**src/pkg/gpdi_pkg.sv**
```systemverilog
package gpdi_pkg;
	// ==========================================
	// Port geometry
	localparam int PINS = 8;
	localparam int AUX_LINES = 16;
	localparam int AUX_SEL_W = 4;

	// ==========================================
	// Drive mode codes
	typedef enum logic [2:0] {
		DRV_HIZ_ANALOG = 3'h0,
		DRV_HIZ_DIGITAL = 3'h1,
		DRV_RES_UP = 3'h2,
		DRV_RES_DOWN = 3'h3,
		DRV_OD_LOW = 3'h4,
		DRV_OD_HIGH = 3'h5,
		DRV_STRONG = 3'h6,
		DRV_RES_BOTH = 3'h7
	} gpdi_drive_t;

	// Interrupt edge types
	typedef enum logic [1:0] {
		IT_NONE = 2'h0,
		IT_RISE = 2'h1,
		IT_FALL = 2'h2,
		IT_BOTH = 2'h3
	} gpdi_irq_type_t;

	// ==========================================
	// Register byte offsets (port form)
	localparam logic [7:0] OFS_OUT_VALUE = 8'h00;
	localparam logic [7:0] OFS_DRIVE0 = 8'h04;
	localparam logic [7:0] OFS_DRIVE1 = 8'h08;
	localparam logic [7:0] OFS_DRIVE2 = 8'h0C;
	localparam logic [7:0] OFS_BYPASS = 8'h10;
	localparam logic [7:0] OFS_SLEW = 8'h14;
	localparam logic [7:0] OFS_IN_DISABLE = 8'h18;
	localparam logic [7:0] OFS_PORT_CTL = 8'h1C;
	localparam logic [7:0] OFS_PIN_STATE = 8'h20;
	localparam logic [7:0] OFS_IRQ_TYPE = 8'h24;
	localparam logic [7:0] OFS_IRQ_STATUS = 8'h28;
	localparam logic [7:0] OFS_AUX_EN = 8'h2C;
	localparam logic [7:0] OFS_AUX_SEL = 8'h30;
	localparam logic [7:0] OFS_SPECIAL = 8'h34;
	// Pin form: one word per pin from this base
	localparam logic [7:0] OFS_PIN_BASE = 8'h40;

	// Pin form field positions
	localparam int PF_OUT = 0;
	localparam int PF_DRIVE_LO = 1;
	localparam int PF_DRIVE_HI = 3;
	localparam int PF_BYPASS = 4;
	localparam int PF_SLEW = 5;
	localparam int PF_IN_DIS = 6;
	localparam int PF_PIN_STATE = 7;

	// Port control fields
	localparam int PC_LVTTL = 0;
	localparam int PC_REGULATED = 1;

	// Reset values
	localparam logic [7:0] RST_BYTE = 8'h00;
	localparam logic [15:0] RST_IRQ_TYPE = 16'h0000;
	localparam logic [31:0] RST_AUX_SEL = 32'h00000000;

	localparam logic [1:0] RESP_OKAY = 2'h0;
	localparam logic [1:0] RESP_SLVERR = 2'h2;
endpackage

```
**src/hdl/gpdi_port.sv**
```systemverilog
// Overview of operation
// - Three-bit drive code held per pin
// - Output from data bit or bypass logic
// - Code 0: no driver, no input, reset
// - Code 1: high impedance, input enabled
// - Codes 2,3: resistive one side, strong other
// - Codes 4,5: open drain low or high
// - Code 6: strong high and low
// - Code 7: resistive both levels
// - Regulated special pins refuse resistive codes
// - Port-form registers, one bit per pin
// - Pin-form register groups eight pin bits
// - Both forms share the same state
// - Aux enable switches output versus input
// - Sixteen aux enables routable to pins
// - Slew bit only in strong, open-drain modes
// - Eight pins feed one port interrupt
// - Per-pin none, rise, fall or both
// - Edge sets status bit, raises request
// - Edge detection runs in all sleep modes
// - No level-sensitive detection
// - Port threshold select, per-pin input disable
// - Pins hold state through low power
//
// Our own choices: the AXI4-Lite slave port and the placing of the registers.
`timescale 1ns/1ps
module gpdi_port
	import gpdi_pkg::*;
(
	input wire logic clk,
	input wire logic reset_n,
	input wire logic [31:0] s_axi_awaddr,
	input wire logic s_axi_awvalid,
	output logic s_axi_awready,
	input wire logic [31:0] s_axi_wdata,
	input wire logic [3:0] s_axi_wstrb,
	input wire logic s_axi_wvalid,
	output logic s_axi_wready,
	output logic [1:0] s_axi_bresp,
	output logic s_axi_bvalid,
	input wire logic s_axi_bready,
	input wire logic [31:0] s_axi_araddr,
	input wire logic s_axi_arvalid,
	output logic s_axi_arready,
	output logic [31:0] s_axi_rdata,
	output logic [1:0] s_axi_rresp,
	output logic s_axi_rvalid,
	input wire logic s_axi_rready,
	input wire logic [gpdi_pkg::PINS-1:0] pinIn,
	output logic [gpdi_pkg::PINS-1:0] pinOut,
	output logic [gpdi_pkg::PINS-1:0] pinStrongEn,
	output logic [gpdi_pkg::PINS-1:0] pinResEn,
	output logic [gpdi_pkg::PINS-1:0] pinSlowSlew,
	output logic [gpdi_pkg::PINS-1:0] pinInBufEn,
	output logic lvttlSelect,
	input wire logic [gpdi_pkg::PINS-1:0] logicOut,
	input wire logic [gpdi_pkg::AUX_LINES-1:0] auxOutEn,
	output logic [gpdi_pkg::PINS-1:0] pinInValue,
	output logic portIrq
);
	import gpdi_pkg::*;

	// ==========================================
	// Configuration state (outValue to inDisable shared by both forms)
	logic [PINS-1:0] outValue;
	logic [2:0] driveCode [PINS];
	logic [PINS-1:0] bypass;
	logic [PINS-1:0] slew;
	logic [PINS-1:0] inDisable;
	logic [1:0] portCtl;
	logic [1:0] irqType [PINS];
	logic [PINS-1:0] irqStatus;
	logic [PINS-1:0] auxEn;
	logic [AUX_SEL_W-1:0] auxSel [PINS];
	logic [PINS-1:0] specialPin;
	logic [PINS-1:0] syncA, syncB, syncPrev;
	logic [PINS-1:0] edgeHit;

	// ==========================================
	// AXI4-Lite handshake
	logic awHeld, wHeld;
	logic [7:0] awAddr;
	logic [31:0] wData;
	logic [3:0] wStrb;
	logic doWrite, doRead;
	logic [7:0] rAddr;
	logic [31:0] next_rdata;
	logic rdHit;

	always_ff @(posedge clk or negedge reset_n) begin
		if (!reset_n) begin
			awHeld <= 1'b0;
			awAddr <= 8'h00;
		end else if (s_axi_awvalid && s_axi_awready) begin
			awHeld <= 1'b1;
			awAddr <= s_axi_awaddr[7:0];
		end else if (doWrite) begin
			awHeld <= 1'b0;
		end
	end

	always_ff @(posedge clk or negedge reset_n) begin
		if (!reset_n) begin
			wHeld <= 1'b0;
			wData <= 32'h00000000;
			wStrb <= 4'h0;
		end else if (s_axi_wvalid && s_axi_wready) begin
			wHeld <= 1'b1;
			wData <= s_axi_wdata;
			wStrb <= s_axi_wstrb;
		end else if (doWrite) begin
			wHeld <= 1'b0;
		end
	end

	assign doWrite = awHeld && wHeld && !s_axi_bvalid;

	function automatic logic wrHit(input logic [7:0] a);
		wrHit = (a[1:0] == 2'h0) && ((a <= OFS_SPECIAL && a != OFS_PIN_STATE)
			|| (a >= OFS_PIN_BASE && a < OFS_PIN_BASE + 8'(4 * PINS)));
	endfunction

	always_ff @(posedge clk or negedge reset_n) begin
		if (!reset_n) begin
			s_axi_bvalid <= 1'b0;
			s_axi_bresp <= RESP_OKAY;
		end else if (doWrite) begin
			s_axi_bvalid <= 1'b1;
			s_axi_bresp <= wrHit(awAddr) ? RESP_OKAY : RESP_SLVERR;
		end else if (s_axi_bready) begin
			s_axi_bvalid <= 1'b0;
		end
	end

	assign doRead = s_axi_arvalid && s_axi_arready;
	assign rAddr = s_axi_araddr[7:0];

	// Ready flags registered from the next handshake state
	logic next_awHeld, next_wHeld, next_bvalid, next_rvalid;
	always_comb begin
		next_awHeld = (s_axi_awvalid && s_axi_awready) || (awHeld && !doWrite);
		next_wHeld = (s_axi_wvalid && s_axi_wready) || (wHeld && !doWrite);
		next_bvalid = doWrite || (s_axi_bvalid && !s_axi_bready);
		next_rvalid = doRead || (s_axi_rvalid && !s_axi_rready);
	end

	always_ff @(posedge clk or negedge reset_n) begin
		if (!reset_n) begin
			s_axi_awready <= 1'b0;
			s_axi_wready <= 1'b0;
			s_axi_arready <= 1'b0;
		end else begin
			s_axi_awready <= !next_awHeld && !next_bvalid;
			s_axi_wready <= !next_wHeld && !next_bvalid;
			s_axi_arready <= !next_rvalid;
		end
	end

	// ==========================================
	// Per-pin register writes, either form
	genvar g;
	generate
		for (g = 0; g < PINS; g++) begin : gPin
			localparam logic [7:0] PIN_OFS = OFS_PIN_BASE + 8'(4 * g);
			logic portWr, pinWr;
			logic [2:0] wantCode;
			assign portWr = doWrite && wStrb[0];
			assign pinWr = doWrite && wStrb[0] && awAddr == PIN_OFS;
			assign wantCode = pinWr ? wData[PF_DRIVE_HI:PF_DRIVE_LO]
				: {awAddr == OFS_DRIVE2 ? wData[g] : driveCode[g][2],
				awAddr == OFS_DRIVE1 ? wData[g] : driveCode[g][1],
				awAddr == OFS_DRIVE0 ? wData[g] : driveCode[g][0]};

			always_ff @(posedge clk or negedge reset_n) begin
				if (!reset_n) begin
					driveCode[g] <= DRV_HIZ_ANALOG;
				end else if (pinWr || (portWr && (awAddr == OFS_DRIVE0
					|| awAddr == OFS_DRIVE1 || awAddr == OFS_DRIVE2))) begin
					// Resistive codes refused on regulated special pins
					if (!(specialPin[g] && portCtl[PC_REGULATED]
						&& (wantCode == DRV_RES_UP || wantCode == DRV_RES_DOWN
						|| wantCode == DRV_RES_BOTH))) begin
						driveCode[g] <= wantCode;
					end
				end
			end

			always_ff @(posedge clk or negedge reset_n) begin
				if (!reset_n) begin
					outValue[g] <= 1'b0;
					bypass[g] <= 1'b0;
					slew[g] <= 1'b0;
					inDisable[g] <= 1'b0;
				end else if (pinWr) begin
					outValue[g] <= wData[PF_OUT];
					bypass[g] <= wData[PF_BYPASS];
					slew[g] <= wData[PF_SLEW];
					inDisable[g] <= wData[PF_IN_DIS];
				end else if (portWr) begin
					if (awAddr == OFS_OUT_VALUE)
						outValue[g] <= wData[g];
					if (awAddr == OFS_BYPASS)
						bypass[g] <= wData[g];
					if (awAddr == OFS_SLEW)
						slew[g] <= wData[g];
					if (awAddr == OFS_IN_DISABLE)
						inDisable[g] <= wData[g];
				end
			end

			always_ff @(posedge clk or negedge reset_n) begin
				if (!reset_n) begin
					irqType[g] <= IT_NONE;
					auxEn[g] <= 1'b0;
					auxSel[g] <= '0;
					specialPin[g] <= 1'b0;
				end else if (doWrite) begin
					if (awAddr == OFS_IRQ_TYPE && wStrb[g/4])
						irqType[g] <= wData[2*g+:2];
					if (awAddr == OFS_AUX_EN && wStrb[0])
						auxEn[g] <= wData[g];
					if (awAddr == OFS_AUX_SEL && wStrb[g/2])
						auxSel[g] <= wData[AUX_SEL_W*g+:AUX_SEL_W];
					if (awAddr == OFS_SPECIAL && wStrb[0])
						specialPin[g] <= wData[g];
				end
			end

			// Edge qualifier per type; no level mode exists
			assign edgeHit[g] = (syncB[g] && !syncPrev[g] && irqType[g][0])
				|| (!syncB[g] && syncPrev[g] && irqType[g][1]);

			// Pin drive decode
			logic data, oeOk, hi, strongOn, resOn;
			always_comb begin
				data = bypass[g] ? logicOut[g] : outValue[g];
				oeOk = !auxEn[g] || auxOutEn[auxSel[g]];
				hi = data;
				strongOn = 1'b0;
				resOn = 1'b0;
				case (driveCode[g])
					DRV_HIZ_ANALOG, DRV_HIZ_DIGITAL: begin
					end
					DRV_RES_UP: begin
						strongOn = !data;
						resOn = data;
					end
					DRV_RES_DOWN: begin
						strongOn = data;
						resOn = !data;
					end
					DRV_OD_LOW: strongOn = !data;
					DRV_OD_HIGH: strongOn = data;
					DRV_STRONG: strongOn = 1'b1;
					DRV_RES_BOTH: resOn = 1'b1;
					default: begin
					end
				endcase
				if (!oeOk) begin
					strongOn = 1'b0;
					resOn = 1'b0;
				end
			end

			// Outputs registered; state held until changed
			always_ff @(posedge clk or negedge reset_n) begin
				if (!reset_n) begin
					pinOut[g] <= 1'b0;
					pinStrongEn[g] <= 1'b0;
					pinResEn[g] <= 1'b0;
					pinSlowSlew[g] <= 1'b0;
					pinInBufEn[g] <= 1'b0;
					pinInValue[g] <= 1'b0;
				end else begin
					pinOut[g] <= hi;
					pinStrongEn[g] <= strongOn;
					pinResEn[g] <= resOn;
					// Codes 2 and 3 are resistive modes: no slow edge
					pinSlowSlew[g] <= slew[g] && strongOn
						&& driveCode[g][2];
					pinInBufEn[g] <= driveCode[g] != DRV_HIZ_ANALOG
						&& !inDisable[g];
					pinInValue[g] <= syncB[g] && driveCode[g] != DRV_HIZ_ANALOG
						&& !inDisable[g];
				end
			end
		end
	endgenerate

	// ==========================================
	// Port control and input synchroniser
	always_ff @(posedge clk or negedge reset_n) begin
		if (!reset_n)
			portCtl <= 2'h0;
		else if (doWrite && wStrb[0] && awAddr == OFS_PORT_CTL)
			portCtl <= wData[1:0];
	end

	always_ff @(posedge clk or negedge reset_n) begin
		if (!reset_n)
			lvttlSelect <= 1'b0;
		else
			lvttlSelect <= portCtl[PC_LVTTL];
	end

	always_ff @(posedge clk or negedge reset_n) begin
		if (!reset_n) begin
			syncA <= RST_BYTE;
			syncB <= RST_BYTE;
			syncPrev <= RST_BYTE;
		end else begin
			syncA <= pinIn;
			syncB <= syncA;
			syncPrev <= syncB;
		end
	end

	// ==========================================
	// Edge interrupt unit; runs on the always-on clock
	logic statusRead;
	assign statusRead = doRead && rAddr == OFS_IRQ_STATUS;

	always_ff @(posedge clk or negedge reset_n) begin
		if (!reset_n)
			irqStatus <= RST_BYTE;
		else
			irqStatus <= (irqStatus & ~(statusRead ? 8'hFF : 8'h00))
				| edgeHit;
	end

	always_ff @(posedge clk or negedge reset_n) begin
		if (!reset_n)
			portIrq <= 1'b0;
		else
			portIrq <= |((irqStatus & ~(statusRead ? 8'hFF : 8'h00))
				| edgeHit);
	end

	// ==========================================
	// Read mux
	logic [PINS-1:0] d0, d1, d2;
	logic [2*PINS-1:0] typeWord;
	logic [AUX_SEL_W*PINS-1:0] selWord;
	always_comb begin
		for (int i = 0; i < PINS; i++) begin
			d0[i] = driveCode[i][0];
			d1[i] = driveCode[i][1];
			d2[i] = driveCode[i][2];
			typeWord[2*i+:2] = irqType[i];
			selWord[AUX_SEL_W*i+:AUX_SEL_W] = auxSel[i];
		end
		rdHit = 1'b1;
		next_rdata = 32'h00000000;
		case (rAddr)
			OFS_OUT_VALUE: next_rdata[7:0] = outValue;
			OFS_DRIVE0: next_rdata[7:0] = d0;
			OFS_DRIVE1: next_rdata[7:0] = d1;
			OFS_DRIVE2: next_rdata[7:0] = d2;
			OFS_BYPASS: next_rdata[7:0] = bypass;
			OFS_SLEW: next_rdata[7:0] = slew;
			OFS_IN_DISABLE: next_rdata[7:0] = inDisable;
			OFS_PORT_CTL: next_rdata[1:0] = portCtl;
			OFS_PIN_STATE: next_rdata[7:0] = syncB;
			OFS_IRQ_TYPE: next_rdata[15:0] = typeWord;
			OFS_IRQ_STATUS: next_rdata[7:0] = irqStatus;
			OFS_AUX_EN: next_rdata[7:0] = auxEn;
			OFS_AUX_SEL: next_rdata = selWord;
			OFS_SPECIAL: next_rdata[7:0] = specialPin;
			default: begin
				rdHit = 1'b0;
				for (int i = 0; i < PINS; i++) begin
					if (rAddr == OFS_PIN_BASE + 8'(4 * i)) begin
						rdHit = 1'b1;
						next_rdata[7:0] = {syncB[i], inDisable[i], slew[i],
							bypass[i], driveCode[i], outValue[i]};
					end
				end
			end
		endcase
	end

	always_ff @(posedge clk or negedge reset_n) begin
		if (!reset_n) begin
			s_axi_rvalid <= 1'b0;
			s_axi_rdata <= 32'h00000000;
			s_axi_rresp <= RESP_OKAY;
		end else if (doRead) begin
			s_axi_rvalid <= 1'b1;
			s_axi_rdata <= next_rdata;
			s_axi_rresp <= rdHit ? RESP_OKAY : RESP_SLVERR;
		end else if (s_axi_rready) begin
			s_axi_rvalid <= 1'b0;
		end
	end
endmodule

```
**config.mk**
```make
export PLATFORM = sky130hd
export DESIGN_NAME = gpdi_port
export DESIGN_NICKNAME = d
export VERILOG_FILES = /design/src/pkg/gpdi_pkg.sv /design/src/hdl/gpdi_port.sv
export SDC_FILE = /design/constraint.sdc
export NUM_CORES = 1
export LEC_CHECK = 0
export ABC_AREA = 1
export BUFFER_PORTS_ARGS = -buffer_cell sky130_fd_sc_hd__clkbuf_2
export CAP_MARGIN = 10
export CORE_MARGIN = 3
export CORE_UTILIZATION = 52
export DETAILED_ROUTE_END_ITERATION = 12
export GPL_TIMING_DRIVEN = 0
export PLACE_DENSITY = 0.86
export SYNTH_ARGS = -nofsm -noshare
export SYNTH_HDL_FRONTEND = slang
export SYNTH_SLANG_ARGS = --single-unit
export TNS_END_PERCENT = 5
```
**constraint.sdc**
```tcl
create_clock -name clk -period 1.75 [get_ports clk]
set_input_delay 0.0875 -clock clk [delete_from_list [all_inputs] [get_ports clk]]
set_output_delay 0.0875 -clock clk [all_outputs]
set_load 0.02 [all_outputs]
```
* Yosys cells after proc, flatten, opt, wreduce, memory -nomap -nowiden
Index checks and enable logic that the tools add are counted.
** Cells by class
- Add/sub/neg operators :: 0
- Multiply operators :: 0
- Divide/modulo/power cells :: 0
- $lt $le $gt $ge :: 11
- Eq/ne operators :: 113
- Shift operators :: 0
- Muxes and demuxes :: 215
- Bitwise logic cells :: 11
- Reductions and logical operators :: 338
** Operator list (number)
- 1-bit two-way mux :: 168
- 8-bit by 7-bit equality test with 1-bit output, second input constant :: 16
- 1-bit logical AND :: 122
- 3-bit equality test, second input constant :: 40
- 3-bit by 2-bit equality test with 1-bit output, second input constant :: 32
- 2-bit AND reduction :: 48
- 2-bit nonzero test :: 44
- 6-bit case mux with 14 select lines :: 1
- 8-bit by 6-bit equality test with 1-bit output, second input constant :: 10
- 8-bit two-way mux :: 9
- 8-bit by 5-bit equality test with 1-bit output, second input constant :: 8
- 1-bit zero test :: 48
- 1-bit case mux with 3 select lines :: 16
- 1-bit logical OR :: 47
- 4-bit by 5-bit < comparator with 1-bit output, second input constant :: 8
- 1-bit binary-select mux with 4-bit select :: 8
- 8-bit by 4-bit equality test with 1-bit output, second input constant :: 4
- 2-bit OR reduction :: 16
- 2-bit case mux with 14 select lines :: 1
- 3-bit two-way mux :: 8
- 3-bit nonzero test :: 8
- 8-bit by 3-bit equality test with 1-bit output, second input constant :: 2
- 8-bit zero test :: 2
- 16-bit two-way mux :: 1
- other kinds (13) :: 21
** Word-level totals
- Register bits :: 291
- Bits in latches :: 0
- Memory bits (writable) :: 0
- Memory bits (read-only) :: 0
- Input bits :: 139
- Output and inout port bits :: 91
- Word-level logic and storage cells :: 828
- Memories kept :: 0

* Logic depth before layout (Yosys ltp)
- Depth in word-level cells :: 11
- Gate-level depth with buffers :: 13
- Gate-level depth less buffers :: 13

* Worst setup path after synthesis
OpenSTA, ideal clock, no wires.
- Path kind :: register to register
- From :: register s_axi_bvalid
- To :: register driveCode (netlist bit d0[3])
- Library setup time :: 0.117 ns
- Arrival time :: 1.623 ns
- Data required time :: 1.633 ns
- Path slack :: 0.010 ns
- Cell stages (with the launch flop) :: 12
- Path buffers :: 1
- Period minus slack after synthesis :: 1.740 ns
- Path through :: dfrtp_1 -> inv_1 -> nand3_4 -> nor2_8 -> buf_6 -> nand3_1 -> a21oi_1 -> nand2_1 -> nand2_2 -> nand2_2 -> nand2_1 -> nand2_1
** On the way
- Longest elaborated chain between the ends :: 11
- Elaborated cells on any way between the ends :: 15
- Those cells by class :: 3 x eq/ne; 1 x mux; 1 x bitwise; 10 x reduce/logical
** RTL lines
- from (decl) :: line gpdi_port.sv:40 : output logic s_axi_bvalid,
- from (signal assigned) :: line gpdi_port.sv:125 : s_axi_bvalid <= 1'b0;
- from (signal assigned) :: line gpdi_port.sv:128 : s_axi_bvalid <= 1'b1;
- from (signal assigned) :: line gpdi_port.sv:131 : s_axi_bvalid <= 1'b0;
- 1-bit zero test (*) :: line gpdi_port.sv:116 : assign doWrite = awHeld && wHeld && !s_axi_bvalid;
- 1-bit logical AND (*) :: line gpdi_port.sv:116
- 1-bit logical AND (*) :: line gpdi_port.sv:167, gpdi_port.sv:168
- 1-bit logical AND :: line gpdi_port.sv:168 : assign pinWr = doWrite && wStrb[0] && awAddr == PIN_OFS;
- 3-bit two-way mux :: line gpdi_port.sv:169 : assign wantCode = pinWr ? wData[PF_DRIVE_HI:PF_DRIVE_LO]
- 3-bit by 2-bit equality test with 1-bit output :: line gpdi_port.sv:181 : && (wantCode == DRV_RES_UP || wantCode == DRV_RES_DOWN
- 1-bit logical OR :: line gpdi_port.sv:181
- 1-bit logical OR :: line gpdi_port.sv:182 : || wantCode == DRV_RES_BOTH))) begin
- 1-bit logical AND :: line gpdi_port.sv:181
- 1-bit NOT (no source line)
- 2-bit AND reduction (no source line)
- to (signal, indexed assignment) :: line gpdi_port.sv:183 : driveCode[g] <= wantCode;
- to (decl) :: line gpdi_port.sv:66 : logic [2:0] driveCode [PINS];
Every way passes the cells marked *; elsewhere a longest branch is shown, timed or not.
A chain may end at the register's enable or synchronous reset.

* Worst setup path after layout
- From :: register awAddr[3]
- To :: register driveCode (netlist bit d0[5])
** On the way
- Longest elaborated chain between the ends :: 9
- Elaborated cells on any way between the ends :: 21
- Those cells by class :: 7 x eq/ne; 4 x mux; 1 x bitwise; 9 x reduce/logical
** RTL lines
- from (decl) :: line gpdi_port.sv:82 : logic [7:0] awAddr;
- from (signal assigned) :: line gpdi_port.sv:96 : awAddr <= s_axi_awaddr[7:0];
- 8-bit by 3-bit equality test with 1-bit output (tied with other cells) :: line gpdi_port.sv:172, gpdi_port.sv:177
- 1-bit two-way mux (tied with other cells) :: line gpdi_port.sv:172 : awAddr == OFS_DRIVE0 ? wData[g] : driveCode[g][0]};
- 3-bit two-way mux :: line gpdi_port.sv:169
- 3-bit by 2-bit equality test with 1-bit output :: line gpdi_port.sv:181
- 1-bit logical OR :: line gpdi_port.sv:181
- 1-bit logical OR :: line gpdi_port.sv:182
- 1-bit logical AND :: line gpdi_port.sv:181
- 1-bit NOT (no source line)
- 2-bit AND reduction (no source line)
Parallel ways exist; a longest one is shown, timed or not.

==> results_dict.tcl <==
set metrics [dict create \
    port_buffers 177 \
    cts_sinks 289 \
    violations "setup timing" \
    cts_buffers 31 \
    die_h_um 176 \
    grt_overflow 0 \
    gp_congestion 1.02 \
    routedWlPerCell_um 22.3 \
    tightest_slew_ns 0.960 \
    drive_gt1_frac 0.207 \
    post-route-period-util 1.14 \
    dieArea_um2 30900 \
    rsz0062_at_grt "true" \
    power.density_nw_per_um2 1080 \
    setup_slack_ns -0.242 \
    finalMaxSlewViolations 0 \
    power_mw 20.9 \
    initial_utilization 0.534 \
    worstPathRequired_ns 2.23 \
    num_rows 61 \
    yosys_warnings 0 \
    synth_top_flop_cell "dfrtp_1" \
    drtIter0Drc 2372 \
    viasPerCell 6.11 \
    post_synth_main_area_contributors "dfrtp_1 (48%), nand2_1 (13%), nand3_1 (7.4%)" \
    cp_max_fo 7 \
    use_met2 0.561 \
    synth_edf_count 0 \
    total_leakage_power_nw 9.49 \
    track_usage 0.369 \
    dp_hpwl_um 39700 \
    pin_count 230 \
    cts_tree "built" \
    period_minus_slack_ns 1.99 \
    grt_util_met1 0.492 \
    slew-limit-headroom 0.358 \
    synthArstFlopShare 1.00 \
    hold_slack_ns 0.0549 \
    path_clk_slew_ns 0.06 \
    synth_top_area_share 0.482 \
    synth_top_cell_by_area "dfrtp_1" \
    hp-class "input pin to flip-flop" \
    chipWidth_um 176 \
    first_global_vias 16000 \
    syn_inst 1953 \
    fin_skew_ns 0.0123 \
    synth.distinct_cells 37 \
    syn_to_final_growth_pct 29.1 \
    synth.avg_cell_area_um2 7.69 \
    dr.pass1.iters 7 \
    finish.utilization 0.690 \
    final.fill_count 2122 \
    syn_area_um2 15000 \
    vias 16400 \
    critPathMostFrequentCell "nand2_1" \
    finish.instance_area_um2 19400 \
    finalSetupViolCount 127 \
    core_um2 28100 \
    timing.fmax_ghz 0.502 \
    worstSetupPathType "flip-flop to flip-flop" \
    h-tree-depth 1 \
    grt_pass1_wl_um 88200 \
    crit_chain "inv_2 > nand2_1 > nor2_4 > buf_12 > buf_4 > nand4_1 > nand2_1 > nor2_1 > nand2_2 > nand2_2 > nand2_1 > nand2_1" \
    hold_viol 0 \
    cts_root_buf "clkbuf_16" \
    grt-busiest-layer "met2" \
    multi_input_area_um2 7090 \
    grt_start_max_net_pins 107 \
    synth-seq-cells 289 \
    max_stage_delay_ns 0.46 \
    critPathLaunchType "flip-flop" \
    critPathArrivalTime_ns 2.47 \
    status "complete, but fails checks" \
    slowest_stage "dfrtp_2" \
    antenna_found_initial 1 \
    ff_latch_area_um2 7240 \
    place_inst 2511 \
    dpl_cell_area_um2 16400 \
    met3_usage 0.0806 \
    drc 0 \
    ant_nets 0 \
    clk_latency_ns 0.59 \
    drt_wl_total_um 60000 \
    end_kind "flip-flop" \
    peakVddDrop_uv 967 \
    yosysSeqAreaShare 0.482 \
    clockBufferDepth 3 \
    finalNetCount 2423 \
    drv_cap 0 \
    instances_no_fill 2688 \
]
[cells by family after synthesis]
group / after synthesis / synth area share
compound gates: 353 / 0.135
flops: 289 / 0.482
mux: 11 / 0.00825
buf+inv: 277 / 0.0739
simple gates: 1014 / 0.296
other cells: 1 / 0.000250
xor+xnor: 8 / 0.00467
[final timing paths]
kind / from / end / slack (ns) / depth (start not counted)
min in group asynchronous: reset_n / pinInBufEn[4]$_DFF_PN0_ / 0.10 / 2
max in group asynchronous: reset_n / awAddr[5]$_DFFE_PN0P_ / 0.63 / 3
min reg2reg: syncA[2]$_DFF_PN0_ / syncB[2]$_DFF_PN0_ / 0.35 / 0
max reg2reg: awAddr[3]$_DFFE_PN0P_ / d0[5]$_DFFE_PN0P_ / -0.24 / 12
max: awAddr[3]$_DFFE_PN0P_ / d0[5]$_DFFE_PN0P_ / -0.24 / 12
min: logicOut[0] / pinOut[0]$_DFF_PN0_ / 0.05 / 5
[placed cells by master, fill, tap and decap left out, types with 39 or more instances in the layout]
master / count
o211ai_1: 40
nand2_1: 487
a21oi_1: 115
dlygate4sd3_1: 67
nor2_1: 176
clkbuf_2: 188
nand3_1: 202
dfrtp_1: 284
inv_1: 175
o21ai_0: 113
buf_4: 39
[worst max-delay path: cells and delay by family (launching register included)]
family | cells | cell delay (ns)
buffers and inverters | 3 | 0.39
and+or+nand+nor | 9 | 1.00
DFF | 1 | 0.46
[timing repair]
action,CTS,global route
hold buffers,67,0
cloned,2,1
pin swaps,20,13
endpoints found under the hold margin,147,0
setup buffers,34,15
setup endpoints to repair,159,176
gates resized for setup,120,62
[registers in the layout (all words and copies together), names as in the netlist, 16 cells and up]
name,count
irqType,16
s_axi_rdata,32
wData,32
auxSel,32
[area by class of cell]
class                      count  area share
sequential                   289       0.373
multi-input combinational   1389       0.366
antenna                        1    0.000129
timing repair buffer         297       0.111
tap                          378      0.0244
inverter                     191      0.0376
clock buffer                  45      0.0479
clock inverter                13      0.0138
buffer                        85      0.0258
[Yosys cell counts (6+ instances only)]
cell and instances:
nor2_4 7, a21oi_1 119, o221ai_1 28, mux2_2 11
o211ai_1 40, o31ai_1 12, xor2_1 8, nor3_1 17
clkbuf_1 54, inv_2 6, nand4_1 15, nor2_2 9
nand2_1 504, o21ai_0 121, nor2_1 187, a31oi_1 10
buf_2 22, nand3b_1 17, inv_1 182, nand2_2 19
nand3_1 222, o21ai_1 20, dfrtp_1 289
[routing by layer]
metal / vias up / wire (um)
li1: 7134 / -
met4: 0 / 4220
met3: 366 / 8010
met1: 7644 / 21800
met5: - / 0
met2: 1289 / 26000
[metrics by stage]
stage	worst slack, ns	setup TNS [ns]
3_5_place_dp	-0.600	-46.50
3_3_place_gp	-5.17	-1525.96
2_1_floorplan	0.0101	0
6_report	-0.242	-12.47
5_1_grt	-0.325	-21.43
4_1_cts	-0.0737	-1.10
[power by group]
part	internal (mW)	switching [mW]
registers	7.51	0.764
logic	1.62	3.33
clock network	4.72	2.93
No activity file was read; power rests on OpenSTA's default activity.
